**src/inc/mbrs_pkg.sv**
```systemverilog
package mbrs_pkg;

   ////////////////////////////////////////////////////////////////////////////
   // timing: dead time is 3.5 ten-bit characters at the selected baud rate
   localparam int unsigned CLK_HZ = 40_000_000;
   localparam int unsigned CHAR_BITS = 10;
   localparam int unsigned DEAD_HALF_CHARS = 7;
   localparam int unsigned DEAD_BITS = DEAD_HALF_CHARS * CHAR_BITS / 2;
   localparam int unsigned BAUD_1200 = 1200;
   localparam int unsigned BAUD_2400 = 2400;
   localparam int unsigned BAUD_4800 = 4800;
   localparam int unsigned BAUD_9600 = 9600;

   // least time, so round up to whole cycles
   function automatic int unsigned dead_cycles(input int unsigned baud);
      return (DEAD_BITS * CLK_HZ + baud - 1) / baud;
   endfunction

   localparam int unsigned DEAD_1200 = dead_cycles(BAUD_1200);
   localparam int unsigned DEAD_2400 = dead_cycles(BAUD_2400);
   localparam int unsigned DEAD_4800 = dead_cycles(BAUD_4800);
   localparam int unsigned DEAD_9600 = dead_cycles(BAUD_9600);
   localparam int unsigned GAP_W = 21;
   localparam logic [1:0] BSEL_1200 = 2'h0;
   localparam logic [1:0] BSEL_2400 = 2'h1;
   localparam logic [1:0] BSEL_4800 = 2'h2;

   ////////////////////////////////////////////////////////////////////////////
   // frame storage and layout
   localparam int unsigned FRM_DEPTH = 64;
   localparam int unsigned LEN_W = 7;
   localparam logic [6:0] LEN_MIN = 7'h04;
   localparam logic [6:0] LEN_FIXED = 7'h08;
   localparam logic [6:0] LEN_MULTI_HDR = 7'h09;
   localparam logic [6:0] POS_MULTI_DATA = 7'h07;
   localparam int unsigned TX_FIFO_DEPTH = 16;

   ////////////////////////////////////////////////////////////////////////////
   // addresses, functions, exceptions
   localparam logic [7:0] ADDR_MIN = 8'h01;
   localparam logic [7:0] ADDR_MAX = 8'hFA;
   localparam logic [7:0] ADDR_COMM = 8'hFF;
   localparam logic [7:0] FN_READ = 8'h03;
   localparam logic [7:0] FN_CLEAR = 8'h05;
   localparam logic [7:0] FN_WRITE1 = 8'h06;
   localparam logic [7:0] FN_WRITEN = 8'h10;
   localparam logic [7:0] FN_EXC_BIT = 8'h80;
   localparam logic [7:0] EXC_FUNC = 8'h01;
   localparam logic [7:0] EXC_INDEX = 8'h02;
   localparam logic [7:0] EXC_SWITCH = 8'h08;

   ////////////////////////////////////////////////////////////////////////////
   // index ranges and values
   localparam logic [15:0] MAX_READ_CNT = 16'h007D;
   localparam logic [15:0] RD_LAST = 16'h00A4;
   localparam logic [15:0] CLR_FIRST = 16'h00A5;
   localparam logic [15:0] CLR_LAST = 16'h00BA;
   localparam logic [15:0] CLR_ON = 16'hFF00;
   localparam logic [15:0] CLR_OFF = 16'h0000;
   localparam logic [15:0] SETUP_LAST = 16'h001E;
   localparam logic [15:0] SET_FIRST = 16'h001F;
   localparam logic [15:0] SET_LAST = 16'h002B;
   localparam logic [15:0] HTR_FIRST = 16'h0047;
   localparam logic [15:0] HTR_LAST = 16'h006C;
   localparam logic [15:0] COMM_DEFAULTS = 16'h00BB;
   localparam logic [15:0] COMM_READ = 16'h00BC;
   localparam logic [15:0] COMM_ASSIGN = 16'h00BD;
   localparam logic [15:0] CRC_INIT = 16'hFFFF;
   localparam logic [15:0] CRC_POLY = 16'hA001;

   typedef enum logic [2:0] {
      MBRS_WAIT  = 3'h0,
      MBRS_EXEC  = 3'h1,
      MBRS_WRITE = 3'h2,
      MBRS_HDR   = 3'h3,
      MBRS_RDREQ = 3'h4,
      MBRS_RDDAT = 3'h5,
      MBRS_CRC   = 3'h6
   } mbrs_state_t;

   // reflected crc-16, one byte, lsb first
   function automatic logic [15:0] crc_byte(input logic [15:0] c, input logic [7:0] b);
      logic [15:0] r;
      r = c ^ {8'h00, b};
      for (int i = 0; i < 8; i++) begin
         r = r[0] ? ((r >> 1) ^ CRC_POLY) : (r >> 1);
      end
      return r;
   endfunction

endpackage

```
**src/rtl/mbrs_slave.sv**
```systemverilog
// How it works
// RULE_01: packet ends after 3.5 idle byte times
// RULE_02: senders keep bytes back to back
// RULE_03: after idle, return to waiting for packets
// RULE_04: act only on own module number 1-250
// RULE_05: address 255 reserved for commissioning only
// RULE_06: bad crc: drop silently, no reply
// RULE_07: parse address, function, data, then crc
// RULE_08: support functions 03, 05, 06, 16
// RULE_09: reads return one or more 16-bit registers
// RULE_10: reads only in index 0 to 164
// RULE_11: read request: index, count, crc from master
// RULE_12: read reply: address, function, byte count, data
// RULE_13: function 05 value FF00 resets index 165-186
// RULE_14: function 05 value zero is legal, no change
// RULE_15: other 05 values or indexes raise error
// RULE_16: function 05 reply echoes index and FF00; code echoes the request value, so 0000 for value zero
// RULE_17: function 06 writes 0-30, 31-43, 71-108 only
// RULE_18: function 06 reply echoes index and value
// RULE_19: errors reply function plus 128, exception code
// RULE_20: exceptions 01 function, 02 index, 08 switch
// RULE_21: ten-bit characters at 1200 to 9600 baud
// RULE_22: function 16 writes only 31-43 or 71-108
// RULE_23: crc-16 low byte first, fields high first
// RULE_24: reply only after idle end and validation
module mbrs_slave #(
   parameter int unsigned DEAD_1200_CYC = mbrs_pkg::DEAD_1200,
   parameter int unsigned DEAD_2400_CYC = mbrs_pkg::DEAD_2400,
   parameter int unsigned DEAD_4800_CYC = mbrs_pkg::DEAD_4800,
   parameter int unsigned DEAD_9600_CYC = mbrs_pkg::DEAD_9600
) (
   input wire logic sys_clk_i,
   input wire logic rst_i,
   input wire logic [7:0] module_num_i,
   input wire logic addr_en_pin_i,
   input wire logic [1:0] baud_sel_i,
   input wire logic [7:0] rx_data_i,
   input wire logic rx_valid_i,
   input wire logic rx_err_i,
   output logic [7:0] tx_data_o,
   output logic tx_valid_o,
   input wire logic tx_ready_i,
   output logic [15:0] rd_idx_o,
   input wire logic [15:0] rd_data_i,
   output logic wr_stb_o,
   output logic [15:0] wr_idx_o,
   output logic [15:0] wr_data_o,
   output logic clr_stb_o,
   output logic [15:0] clr_idx_o,
   output logic busy_o
);
   typedef struct packed {
      mbrs_pkg::mbrs_state_t st;
      logic [mbrs_pkg::GAP_W-1:0] gap;
      logic [mbrs_pkg::LEN_W-1:0] len;
      logic ovf;
      logic [15:0] rxcrc;
      logic [mbrs_pkg::FRM_DEPTH-1:0][7:0] fbuf;
      logic [5:0][7:0] ob;
      logic [2:0] olen;
      logic [2:0] opos;
      logic rdm;
      logic [15:0] txcrc;
      logic [15:0] ridx;
      logic [7:0] rleft;
      logic hi;
      logic [mbrs_pkg::LEN_W-1:0] k;
      logic [15:0] rd_idx;
      logic wr_stb;
      logic [15:0] wr_idx;
      logic [15:0] wr_data;
      logic clr_stb;
      logic [15:0] clr_idx;
      logic sw_s1;
      logic sw_s2;
      logic busy;
   } mbrs_slave_t;

   mbrs_slave_t q, n;
   logic [mbrs_pkg::GAP_W-1:0] dead_lim;
   logic push, fifo_ready, good, fmt_ok, exc, is_comm;
   logic [7:0] pbyte, ecode, fa, ff;
   logic [15:0] idx, val, last;

   ////////////////////////////////////////////////////////////////////////////
   // dead time in cycles for the chosen baud rate
   always_comb begin
      case (baud_sel_i) // see RULE_21
         mbrs_pkg::BSEL_1200: dead_lim = mbrs_pkg::GAP_W'(DEAD_1200_CYC);
         mbrs_pkg::BSEL_2400: dead_lim = mbrs_pkg::GAP_W'(DEAD_2400_CYC);
         mbrs_pkg::BSEL_4800: dead_lim = mbrs_pkg::GAP_W'(DEAD_4800_CYC);
         default: dead_lim = mbrs_pkg::GAP_W'(DEAD_9600_CYC);
      endcase
   end

   // request fields, two-byte fields high byte first
   assign fa = q.fbuf[0];
   assign ff = q.fbuf[1];
   assign idx = {q.fbuf[2], q.fbuf[3]}; // see RULE_07, RULE_23
   assign val = {q.fbuf[4], q.fbuf[5]};
   assign last = idx + val - 16'h0001;
   assign is_comm = (fa == mbrs_pkg::ADDR_COMM); // see RULE_05
   // own address must itself be a legal module number
   assign good = !q.ovf && (q.len >= mbrs_pkg::LEN_MIN) && (q.rxcrc == 16'h0000) // see RULE_06
      && (is_comm || (fa == module_num_i && module_num_i >= mbrs_pkg::ADDR_MIN
      && module_num_i <= mbrs_pkg::ADDR_MAX)); // see RULE_04

   ////////////////////////////////////////////////////////////////////////////
   // decode, range checks and the byte emitter
   always_comb begin
      n = q;
      n.wr_stb = 1'b0;
      n.clr_stb = 1'b0;
      n.sw_s1 = addr_en_pin_i;
      n.sw_s2 = q.sw_s1;
      push = 1'b0;
      pbyte = 8'h00;
      fmt_ok = 1'b0;
      exc = 1'b0;
      ecode = mbrs_pkg::EXC_FUNC;
      case (q.st)
         mbrs_pkg::MBRS_WAIT: begin
            if (rx_valid_i) begin
               n.gap = '0;
               if (rx_err_i || q.len == mbrs_pkg::LEN_W'(mbrs_pkg::FRM_DEPTH)) begin
                  n.ovf = 1'b1; // framing or overrun spoils the whole packet
               end else begin
                  n.fbuf[q.len[5:0]] = rx_data_i;
                  n.len = q.len + 1'b1;
                  n.rxcrc = mbrs_pkg::crc_byte(q.rxcrc, rx_data_i);
               end
            end else if (q.len != '0 || q.ovf) begin
               if (q.gap >= dead_lim - 1'b1) begin
                  n.st = mbrs_pkg::MBRS_EXEC; // see RULE_01
               end else begin
                  n.gap = q.gap + 1'b1;
               end
            end
         end
         mbrs_pkg::MBRS_EXEC: begin
            // every outcome frees the receiver for the next packet
            n.st = mbrs_pkg::MBRS_WAIT; // see RULE_03
            n.len = '0;
            n.ovf = 1'b0;
            n.gap = '0;
            n.rxcrc = mbrs_pkg::CRC_INIT;
            n.txcrc = mbrs_pkg::CRC_INIT;
            n.opos = 3'h0;
            n.rdm = 1'b0;
            n.ob[0] = fa;
            n.ob[1] = ff;
            n.ob[2] = q.fbuf[2];
            n.ob[3] = q.fbuf[3];
            n.ob[4] = q.fbuf[4];
            n.ob[5] = q.fbuf[5];
            n.olen = 3'h6;
            n.ridx = idx;
            n.rleft = val[7:0];
            if (is_comm && !q.sw_s2) begin
               fmt_ok = 1'b1;
               exc = 1'b1;
               ecode = mbrs_pkg::EXC_SWITCH; // see RULE_20
            end else begin
               case (ff) // see RULE_08
                  mbrs_pkg::FN_READ: begin
                     fmt_ok = (q.len == mbrs_pkg::LEN_FIXED); // see RULE_11
                     exc = is_comm ? !(idx == mbrs_pkg::COMM_READ && val == 16'h0001)
                        : (val == 16'h0000 || val > mbrs_pkg::MAX_READ_CNT
                        || idx > mbrs_pkg::RD_LAST || last > mbrs_pkg::RD_LAST); // see RULE_10
                     n.ob[2] = {val[6:0], 1'b0}; // see RULE_12
                     n.olen = 3'h3;
                     n.rdm = 1'b1;
                  end
                  mbrs_pkg::FN_CLEAR: begin
                     fmt_ok = (q.len == mbrs_pkg::LEN_FIXED);
                     exc = is_comm || idx < mbrs_pkg::CLR_FIRST || idx > mbrs_pkg::CLR_LAST
                        || (val != mbrs_pkg::CLR_ON && val != mbrs_pkg::CLR_OFF); // see RULE_15
                     n.clr_stb = good && fmt_ok && !exc && val == mbrs_pkg::CLR_ON; // see RULE_13
                     n.clr_idx = idx; // zero value is echoed but changes nothing, see RULE_14
                  end
                  mbrs_pkg::FN_WRITE1: begin
                     fmt_ok = (q.len == mbrs_pkg::LEN_FIXED);
                     exc = is_comm ? !(idx == mbrs_pkg::COMM_DEFAULTS // see RULE_17
                        || idx == mbrs_pkg::COMM_ASSIGN)
                        : !(idx <= mbrs_pkg::SETUP_LAST || idx <= mbrs_pkg::SET_LAST
                        || (idx >= mbrs_pkg::HTR_FIRST && idx <= mbrs_pkg::HTR_LAST));
                     n.wr_stb = good && fmt_ok && !exc;
                     n.wr_idx = idx;
                     n.wr_data = val;
                  end
                  mbrs_pkg::FN_WRITEN: begin
                     fmt_ok = q.len >= mbrs_pkg::LEN_MULTI_HDR
                        && !q.fbuf[6][7] && q.len == mbrs_pkg::LEN_MULTI_HDR + q.fbuf[6][6:0]
                        && {8'h00, q.fbuf[6]} == {val[14:0], 1'b0} && val != 16'h0000;
                     exc = is_comm // see RULE_22
                        || !((idx >= mbrs_pkg::SET_FIRST && last <= mbrs_pkg::SET_LAST)
                        || (idx >= mbrs_pkg::HTR_FIRST && last <= mbrs_pkg::HTR_LAST));
                     n.k = mbrs_pkg::POS_MULTI_DATA;
                  end
                  default: begin
                     fmt_ok = 1'b1;
                     exc = 1'b1; // see RULE_19
                  end
               endcase
               if (exc && ecode != mbrs_pkg::EXC_SWITCH && ff != mbrs_pkg::FN_READ
                  && ff != mbrs_pkg::FN_CLEAR && ff != mbrs_pkg::FN_WRITE1
                  && ff != mbrs_pkg::FN_WRITEN) begin
                  ecode = mbrs_pkg::EXC_FUNC;
               end else begin
                  ecode = mbrs_pkg::EXC_INDEX;
               end
            end
            if (exc) begin
               n.ob[1] = ff | mbrs_pkg::FN_EXC_BIT; // see RULE_19
               n.ob[2] = ecode; // see RULE_20
               n.olen = 3'h3;
               n.rdm = 1'b0;
            end
            // malformed or foreign packets are dropped without a reply
            if (good && fmt_ok) begin
               n.st = (ff == mbrs_pkg::FN_WRITEN && !exc) ? mbrs_pkg::MBRS_WRITE
                  : mbrs_pkg::MBRS_HDR; // see RULE_24
            end
         end
         mbrs_pkg::MBRS_WRITE: begin
            n.wr_stb = 1'b1;
            n.wr_idx = q.ridx;
            n.wr_data = {q.fbuf[q.k[5:0]], q.fbuf[q.k[5:0] + 6'h01]};
            n.k = q.k + 7'h02;
            n.ridx = q.ridx + 16'h0001;
            n.rleft = q.rleft - 8'h01;
            if (q.rleft == 8'h01) begin
               n.st = mbrs_pkg::MBRS_HDR;
            end
         end
         mbrs_pkg::MBRS_HDR: begin
            // header echoes index and value for 05 and 06, see RULE_16, RULE_18
            pbyte = q.ob[q.opos];
            push = 1'b1; // bytes go out back to back, see RULE_02
            if (fifo_ready) begin
               n.txcrc = mbrs_pkg::crc_byte(q.txcrc, pbyte);
               n.opos = q.opos + 3'h1;
               if (q.opos == q.olen - 3'h1) begin
                  n.opos = 3'h0;
                  n.st = q.rdm ? mbrs_pkg::MBRS_RDREQ : mbrs_pkg::MBRS_CRC;
                  n.hi = 1'b1;
               end
            end
         end
         mbrs_pkg::MBRS_RDREQ: begin
            n.rd_idx = q.ridx; // data must be valid the cycle after
            n.st = mbrs_pkg::MBRS_RDDAT;
         end
         mbrs_pkg::MBRS_RDDAT: begin
            pbyte = q.hi ? rd_data_i[15:8] : rd_data_i[7:0]; // see RULE_09
            push = 1'b1;
            if (fifo_ready) begin
               n.txcrc = mbrs_pkg::crc_byte(q.txcrc, pbyte);
               n.hi = !q.hi;
               if (!q.hi) begin
                  n.ridx = q.ridx + 16'h0001;
                  n.rleft = q.rleft - 8'h01;
                  n.st = (q.rleft == 8'h01) ? mbrs_pkg::MBRS_CRC : mbrs_pkg::MBRS_RDREQ;
               end
            end
         end
         mbrs_pkg::MBRS_CRC: begin
            pbyte = (q.opos == 3'h0) ? q.txcrc[7:0] : q.txcrc[15:8]; // see RULE_23
            push = 1'b1;
            if (fifo_ready) begin
               n.opos = (q.opos == 3'h0) ? 3'h1 : 3'h0;
               if (q.opos != 3'h0) begin
                  n.st = mbrs_pkg::MBRS_WAIT;
               end
            end
         end
         default: n.st = mbrs_pkg::MBRS_WAIT;
      endcase
      // registered so the busy pin never glitches while the state decodes
      n.busy = (n.st != mbrs_pkg::MBRS_WAIT);
   end

   ////////////////////////////////////////////////////////////////////////////
   // single state register
   always_ff @(posedge sys_clk_i) begin
      if (rst_i) begin
         q <= '0;
         q.rxcrc <= mbrs_pkg::CRC_INIT;
         q.txcrc <= mbrs_pkg::CRC_INIT;
      end else begin
         q <= n;
      end
   end

   // the fifo absorbs a stalled transmitter so the emitter simply waits
   mbrs_fifo #(
      .W(8),
      .D(mbrs_pkg::TX_FIFO_DEPTH)
   ) u_txq (
      .sys_clk_i(sys_clk_i),
      .rst_i(rst_i),
      .in_valid_i(push),
      .in_ready_o(fifo_ready),
      .in_data_i(pbyte),
      .out_valid_o(tx_valid_o),
      .out_ready_i(tx_ready_i),
      .out_data_o(tx_data_o)
   );

   assign rd_idx_o = q.rd_idx;
   assign wr_stb_o = q.wr_stb;
   assign wr_idx_o = q.wr_idx;
   assign wr_data_o = q.wr_data;
   assign clr_stb_o = q.clr_stb;
   assign clr_idx_o = q.clr_idx;
   assign busy_o = q.busy;
endmodule // mbrs_slave

```
**src/rtl/mbrs_fifo.sv**
```systemverilog
module mbrs_fifo #(
   parameter int unsigned W = 8,
   parameter int unsigned D = 16
) (
   input wire logic sys_clk_i,
   input wire logic rst_i,
   input wire logic in_valid_i,
   output logic in_ready_o,
   input wire logic [W-1:0] in_data_i,
   output logic out_valid_o,
   input wire logic out_ready_i,
   output logic [W-1:0] out_data_o
);
   localparam int unsigned AW = $clog2(D);

   typedef struct packed {
      logic [D-1:0][W-1:0] mem;
      logic [AW-1:0] wp;
      logic [AW-1:0] rp;
      logic [AW:0] cnt;
   } mbrs_fifo_t;

   mbrs_fifo_t q, n;
   logic push, pop;

   ////////////////////////////////////////////////////////////////////////////
   // honest full/empty from the fill count
   always_comb begin
      n = q;
      push = in_valid_i && (q.cnt != D[AW:0]);
      pop = out_ready_i && (q.cnt != '0);
      if (push) begin
         n.mem[q.wp] = in_data_i;
         n.wp = q.wp + 1'b1;
      end
      if (pop) begin
         n.rp = q.rp + 1'b1;
      end
      n.cnt = q.cnt + (AW+1)'(push) - (AW+1)'(pop);
   end

   always_ff @(posedge sys_clk_i) begin
      if (rst_i) begin
         q <= '0;
      end else begin
         q <= n;
      end
   end

   assign in_ready_o = (q.cnt != D[AW:0]);
   assign out_valid_o = (q.cnt != '0);
   assign out_data_o = q.mem[q.rp];
endmodule // mbrs_fifo

```
**config.mk**
```make
export PLATFORM = sky130hd
export DESIGN_NAME = mbrs_slave
export DESIGN_NICKNAME = d
export VERILOG_FILES = /design/src/inc/mbrs_pkg.sv /design/src/rtl/mbrs_slave.sv /design/src/rtl/mbrs_fifo.sv
export SDC_FILE = /design/constraint.sdc
export NUM_CORES = 2
export LEC_CHECK = 0
export BUFFER_PORTS_ARGS = -buffer_cell sky130_fd_sc_hd__clkbuf_2
export CORE_MARGIN = 2
export CORE_UTILIZATION = 63
export DETAILED_ROUTE_END_ITERATION = 10
export GPL_TIMING_DRIVEN = 0
export PLACE_DENSITY = 0.8
export SYNTH_ARGS = -nofsm -noshare
export SYNTH_HDL_FRONTEND = slang
export SYNTH_SLANG_ARGS = --single-unit
```
**constraint.sdc**
```tcl
create_clock -name sys_clk_i -period 4.08 [get_ports sys_clk_i]
set_input_delay 0.816 -clock sys_clk_i [delete_from_list [all_inputs] [get_ports sys_clk_i]]
set_output_delay 0.816 -clock sys_clk_i [all_outputs]
set_load 0.01 [all_outputs]
```
# ---- Word-level counts from Yosys, hierarchy flattened
# Index checks and enable logic that the tools add are counted.
dict set report word_totals {
  ff_bits 873
  inputBits 40
  out_inout_bits 76
}
dict set report op_classes {
  bitwise_logic 31
  order_cmp 25
  muxes 106
  n_reduce_logical 84
  addsub 16
  eq_ne 44
}
# operator count
set ops {}
lappend ops {{$mux W536} 1}
lappend ops {{$mux W528} 1}
lappend ops {{$bwmux W512} 1}
lappend ops {{$mux W16} 26}
lappend ops {{$bwmux W128} 1}
lappend ops {{$bmux W8 S6} 2}
lappend ops {{$pmux W45 S2} 1}
lappend ops {{$mux W8} 10}
lappend ops {{$not A2 Y3} 24}
lappend ops {{$pmux W24 S3} 1}
lappend ops {{$pmux W33 S2} 1}
lappend ops {{$pmux W21 S3} 1}
lappend ops {{$mux W50} 1}
lappend ops {{$demux W8 S6} 1}
lappend ops {{$eq A16 B8 Y1 const B} 3}
lappend ops {{$gt A16 B8 Y1 const B} 3}
lappend ops {{$mux W24} 2}
lappend ops {{$pmux W16 S3} 1}
lappend ops {{$xor A16 B8 Y16} 3}
lappend ops {{$mux W3} 15}
lappend ops {{$mux W21} 2}
lappend ops {{$mux W41} 1}
lappend ops {{$mux W33} 1}
lappend ops {{$bmux W8 S4} 1}
lappend ops {{87 further kinds} 202}

# ---- Depth between registers and ports, before layout
dict set report logic_depth {
  word_depth 21
  ltp_mapped 17
  mapped_depth_nobuf 16
}

# ---- Cells and area by module
# Synthesis repeated with hierarchy kept, for this count alone.
dict set report hier_totals {
  hier_cells 5038
  hier_area_um2 46743.6
}
# mod instances area_each_um2 cells_per_inst
set by_module_without_submodules {}
lappend by_module_without_submodules {mbrs_slave 1 40360.0 4453}
lappend by_module_without_submodules {mbrs_fifo 1 6383.6 585}

# ---- Least setup slack after synthesis
# OpenSTA, ideal clock, no wires.
dict set report synth_path {
  kind {reg-to-reg}
  from {register q (netlist bit idx[1])}
  to {register q[142] (netlist name)}
  arrival_time_ps 3706
  stages_incl_launch_ff 18
  n_path_buf 1
  path_slack_ps 307
  synth_period_minus_slack_ps 3773
  path_cell_list {dfxtp_1 > clkbuf_1 > inv_1 > ha_1 > inv_1 > ha_1 > inv_1 > fa_1 > nor2b_1 > o21a_1 > o2111a_1 > mux2i_1 > or3b_1 > nor4_2 > nand4_1 > a22o_1 > or3_4 > o21ai_2}
}
dict set report synth_via {
  elab_chain_len 13
  elab_cells_between_ends 42
  classes_between {add/sub (2); order compare (11); eq/ne (3); mux (8); reduce/logical (18)}
}
# item line
set synth_lines {}
lappend synth_lines {{start: declaration} mbrs_slave.sv:79} ;# mbrs_slave_t q, n;
lappend synth_lines {{start signal: assignment} mbrs_slave.sv:291} ;# q <= n;
lappend synth_lines {{$add A16 B16 Y16} mbrs_slave.sv:101} ;# assign last = idx + val - 16'h0001;
lappend synth_lines {{$sub A16 B1 Y16} mbrs_slave.sv:101}
lappend synth_lines {{$le A16 B6 Y1 or $le A16 B7 Y1 (tied branches)} {mbrs_slave.sv:196, mbrs_slave.sv:197}}
lappend synth_lines {{$logic_and A1 B1 Y1, on equally long branches} {mbrs_slave.sv:196, mbrs_slave.sv:197}}
lappend synth_lines {{$logic_or A1 B1 Y1} mbrs_slave.sv:197} ;# || (idx >= mbrs_pkg::HTR_FIRST && last <= mbrs_pkg::HTR_LAST));
lappend synth_lines {{$logic_not A1 Y1} mbrs_slave.sv:196} ;# || !((idx >= mbrs_pkg::SET_FIRST && last <= mbrs_pkg::SET_LAST)
lappend synth_lines {{$logic_or A1 B1 Y1} mbrs_slave.sv:196}
lappend synth_lines {{$pmux W1 S4 (*)} mbrs_slave.sv:164} ;# case (ff)
lappend synth_lines {{$mux W1 (*)} mbrs_slave.sv:159} ;# if (is_comm && !q.sw_s2) begin
lappend synth_lines {{$mux W1 (*)} mbrs_slave.sv:121} ;# case (q.st)
lappend synth_lines {{$mux W1 (*)} mbrs_slave.sv:159}
lappend synth_lines {{$mux W1 (*)} mbrs_slave.sv:121}
lappend synth_lines {{$mux W16 (*)} mbrs_slave.sv:213} ;# if (exc) begin
# Every way passes the cells marked *; elsewhere a longest branch is shown, timed or not. The select of a mux whose other input is x is not followed.
# A chain may end at the register's enable or synchronous reset.

# ---- Final worst setup path
dict set report layout_path {
  from {register q[70] (netlist name)}
  to {register q (netlist bit wr_data_o[8])}
}
dict set report layout_via {
  elab_chain_len 3
}
# item line
set layout_lines {}
lappend layout_lines {{$bmux W8 S6} mbrs_slave.sv:228} ;# n.wr_data = {q.fbuf[q.k[5:0]], q.fbuf[q.k[5:0] + 6'h01]};
lappend layout_lines {{$mux W8 (not written as such)} mbrs_slave.sv:228}
lappend layout_lines {{$pmux W33 S2} mbrs_slave.sv:121}
# No other way between the ends. The select of a mux whose other input is x is not followed.

==> reports/qor.csv <==
stage,metric,value,unit
outcome,status,"finished, violations left",
outcome,violations,"capacitance limit, slew limit",
flow_run,drv_cap,4,
synth,ys_ff_latch,872,
power_and_ir_drop,power_density,366.3,mW/mm^2
clock_network,cts.hold.buffers_added,0,
die,num_rows,99,
routing,vias,41670,
synth,synth_cells,4777,
placement,io_buffers,115,
grt,grt_max_degree,15,
synth,async_flop_share,0,%
synth,synth-edff-count,0,
synth,synth_nets,4898,
sta,slew_violations,38,
min_path,hp-start,addr_en_pin_i,
setup_path,rr_worst_depth,7,
sta,worst_slew_pin_slew,1.572,ns
clock_network,htreeDepth,3,
routing,drtIter0Drc,6395,
grt,grt_use_met3,14.85,%
die,dieHeight,274.4,microns
routing,drcViolationCount,0,
routing,first_pass_iters,7,
die,io-pin-count,116,
clock_network,clk-insertion-delay-late,0.70,ns
cells_and_area,num-nets-final,5112,
routing,wl,170900,microns
clock_network,cts_sinks,872,
setup_path,critPathLaunchType,flip-flop,
clock_network,clk_path_buf_depth,3,
min_path,hold_class,primary input to flip-flop,
cells_and_area,drive_gt1_share,17.97,%
sta,hold_viol,0,
setup_path,slowest_stage,buf_1,
routing,vias_per_cell,6.909,
power_and_ir_drop,ir_drop,0.5313,mV
sta,fmax,0.2464,GHz
setup_path,cp.buffers_inverters,2,
cells_and_area,area_delta_synth_final,11.65,%
power_and_ir_drop,leakagePower,17.65,nW
grt,grt_pass1_vias,39250,
setup_path,r2r_end,wr_data_o[8],
sta,final.min_clock_period,4.058,ns
grt,antenna_found_initial,15,
setup_path,end_kind,flip-flop,
synth,synth.cell_area,0.04606,sq mm
clock_network,numCtsBuffers,91,
sta,setup_tns,0,ns
grt,grt-ovfl-total,0,
clock_network,cts_tree,yes,
setup_path,path_cells,clkbuf_1 -> buf_1 -> mux4_2 -> mux4_2 -> mux4_2 -> nand2_1 -> a21oi_1,
sta,max-slew-margin-rel,-6.250,%
placement,postPlaceCellArea,0.04783,sq mm
placement,gp_congestion,1.052,
setup_path,rrSetupSlack,0.02,ns
clock_network,cts.clk_slew.worst_paths,0.07,ns
sta,finClkSkew,0.03223,ns
die,die_x,274.4,microns
routing,wl_per_cell,28.34,microns
grt,grt_first_pass_wirelength,250000,microns
sta,fin_crit_sh,99.47,%
sta,setup_viol,0,
placement,hpwlAfterDp,121500,microns
grt,grt_usage,44.99,%
synth,avgSynthCellArea,9.641,sq um
die,initial_core_util,63.34,%
grt,grtUsageMet2,66.35,%
die,fp.coreArea,0.07271,sq mm
synth,ys.flop_type,dfxtp_1,
routing,ant_nets,0,
setup_path,crit_family,multiplexers,
setup_path,arrival,4.59,ns
synth,ys_seq_area_share,37.90,%
setup_path,timing.setup.critical_path_class,flip-flop to flip-flop,
grt,grt.busiest_layer,met2,
setup_path,crit_required,4.61,ns
min_path,worstHoldPathCells,2,
synth,ys_warn_count,0,
setup_path,cp_max_fo,10,
setup_path,cpMostUsedCell,mux4_2,
setup_path,r2r-start,q[70],
clock_network,cts_root_buffer,clkbuf_16,
setup_path,slowest_delay,0.84,ns
synth,synth.distinct_cells,80,
min_path,hold_end,n[1],
die,dieArea,0.07528,sq mm
cells_and_area,design_area,0.05142,sq mm
grt,grt_util_met1,53.92,%
-- metrics by stage --
step / hold slack (ns) / setup slack, ns / util (%) / cells / total power [mW]
final: 0.3996 / 0.02152 / 70.72 / 6031 / 18.84
after global routing: 0.4112 / -0.01908 / 70.69 / 6023 / 19.19
after CTS: 0.3928 / 0.007407 / 70.39 / 6013 / 18.73
after detailed placement: 0.4259 / -0.7215 / 65.79 / 5851 / 10.06
after global placement: 0.4248 / -0.6286 / 65.78 / 5851 / 10.04
after floorplan: 0.4138 / 0.3069 / - / 4777 / 9.624
-- synth_stat cells, types with 6 or more instances --
cell,number,area [sq um]
nor2_2,34,212.7
o211ai_1,29,217.7
mux2_2,13,146.4
a21oi_1,398,1992
a21o_1,21,157.7
and3_1,13,81.33
a211o_1,8,70.07
ha_1,79,988.5
inv_1,104,390.4
a22oi_1,42,315.3
clkbuf_1,318,1194
xnor2_1,69,604.3
nor3_1,34,170.2
nor3b_1,6,45.04
and2_1,8,50.05
dfxtp_1,872,17460
mux2i_1,363,3633
buf_4,69,518.0
a31oi_1,9,56.30
o31ai_1,9,67.56
or3_1,14,87.58
buf_2,19,95.09
o21ai_0,220,1101
nand4_1,34,212.7
a211oi_1,140,1051
nor2_1,630,2365
o2111ai_1,6,52.55
nor2b_1,9,56.30
o21ai_2,7,61.31
nand3_1,58,290.3
xor2_1,50,437.9
mux4_2,376,8468
or4_1,10,75.07
nor4_1,24,150.1
o21bai_1,11,82.58
nand2b_1,10,62.56
nand2_1,481,1805
o22ai_1,15,93.84
buf_1,74,277.8
-- flip-flops by register name, indices dropped and copies added (netlist names) --
register and count:
idx 16, clr_idx_o 16, clr_stb_o 1, busy_o 1, wr_stb_o 1, ff 8, wr_data_o 16, u_txq.q 141
n 1, q 631, rd_idx_o 16, fa 8, wr_idx_o 16
-- logic make-up (layout without fill, tap and decap cells) --
kind of cell	Yosys count	count (layout)	share of synthesized area, %
AOI/OAI and AO/OA	962	962	12.44
xor gates and xnor gates	121	121	2.361
adders and majority gates	81	81	2.233
buffers and inverters	586	873	5.422
DFF	872	872	37.90
muxes	752	752	26.59
other	0	8	0
and+or+nand+nor	1403	1403	13.05
-- worst register-to-register path, stage by stage, from the launching register on --
cell and delay [ns]:
dfxtp_1 0.58, clkbuf_1 0.62, buf_1 0.84, mux4_2 0.49
mux4_2 0.62, mux4_2 0.57, nand2_1 0.12, a21oi_1 0.07
-- per-layer routing --
metal / wire length, microns / vias to the layer above
li1: - / 17620
met1: 58760 / 19800
met2: 72320 / 3280
met3: 22420 / 949
met4: 17320 / 20
met5: 123 / -
-- layout by cell type, fill, tap and decap left out, drive strengths merged, types with 10 or more instances in the layout --
cell	netlist	final
a211oi	140	140
a21o	21	21
a21oi	399	399
a22oi	43	43
and3	13	13
buf	164	182
bufinv	0	10
clkbuf	318	538
clkinv	0	25
dfxtp	872	872
ha	79	79
inv	104	104
mux2	13	13
mux2i	363	363
mux4	376	376
nand2	481	481
nand2b	10	10
nand3	61	61
nand4	36	36
nor2	665	665
nor3	35	35
nor4	27	27
o211ai	29	29
o21ai	232	232
o21bai	11	11
o22ai	15	15
o31ai	10	10
or3	15	15
or4	10	10
xnor2	69	69
xor2	50	50
-- final cells by class --
class	count	area, sq um
diodes	8	20.02
fillers	5463	21290
multi-input cells	3319	26210
clock buffers	122	2554
plain buffers	471	2217
repair buffers	132	703.2
inverters	104	397.9
clock inverters	44	621.8
flip-flops and latches	872	17500
well taps	959	1200
-- power breakdown --
group / leakage [nW] / internal [mW] / switching, mW / total (mW)
combinational: 9.07 / 0.424 / 0.905 / 1.33
sequential: 7.04 / 8.56 / 0.0569 / 8.62
clock: 1.54 / 5.08 / 3.81 / 8.89
total: 17.6 / 14.1 / 4.77 / 18.8
-- worst max-delay path by stage --
| stage | start | to | slack (ns) | cells past startpoint |
|---|---|---|---|---|
| global placement | q[216] | q[142] | -0.63 | 15 |
| global route | idx[2] | q[147] | -0.02 | 15 |
| CTS | idx[3] | q[145] | 0.007 | 15 |
| detailed placement | q[216] | q[145] | -0.72 | 15 |
| floorplan | idx[1] | q[142] | 0.31 | 17 |
| finish | q[70] | wr_data_o[8] | 0.02 | 7 |
-- what timing repair did --
action,in CTS,in global routing
buffers inserted,5,12
pin swaps,1,8
setup endpoints to repair,141,128
gates resized for setup,71,74
cloned,0,0
Power figures use the tool's default switching activity.
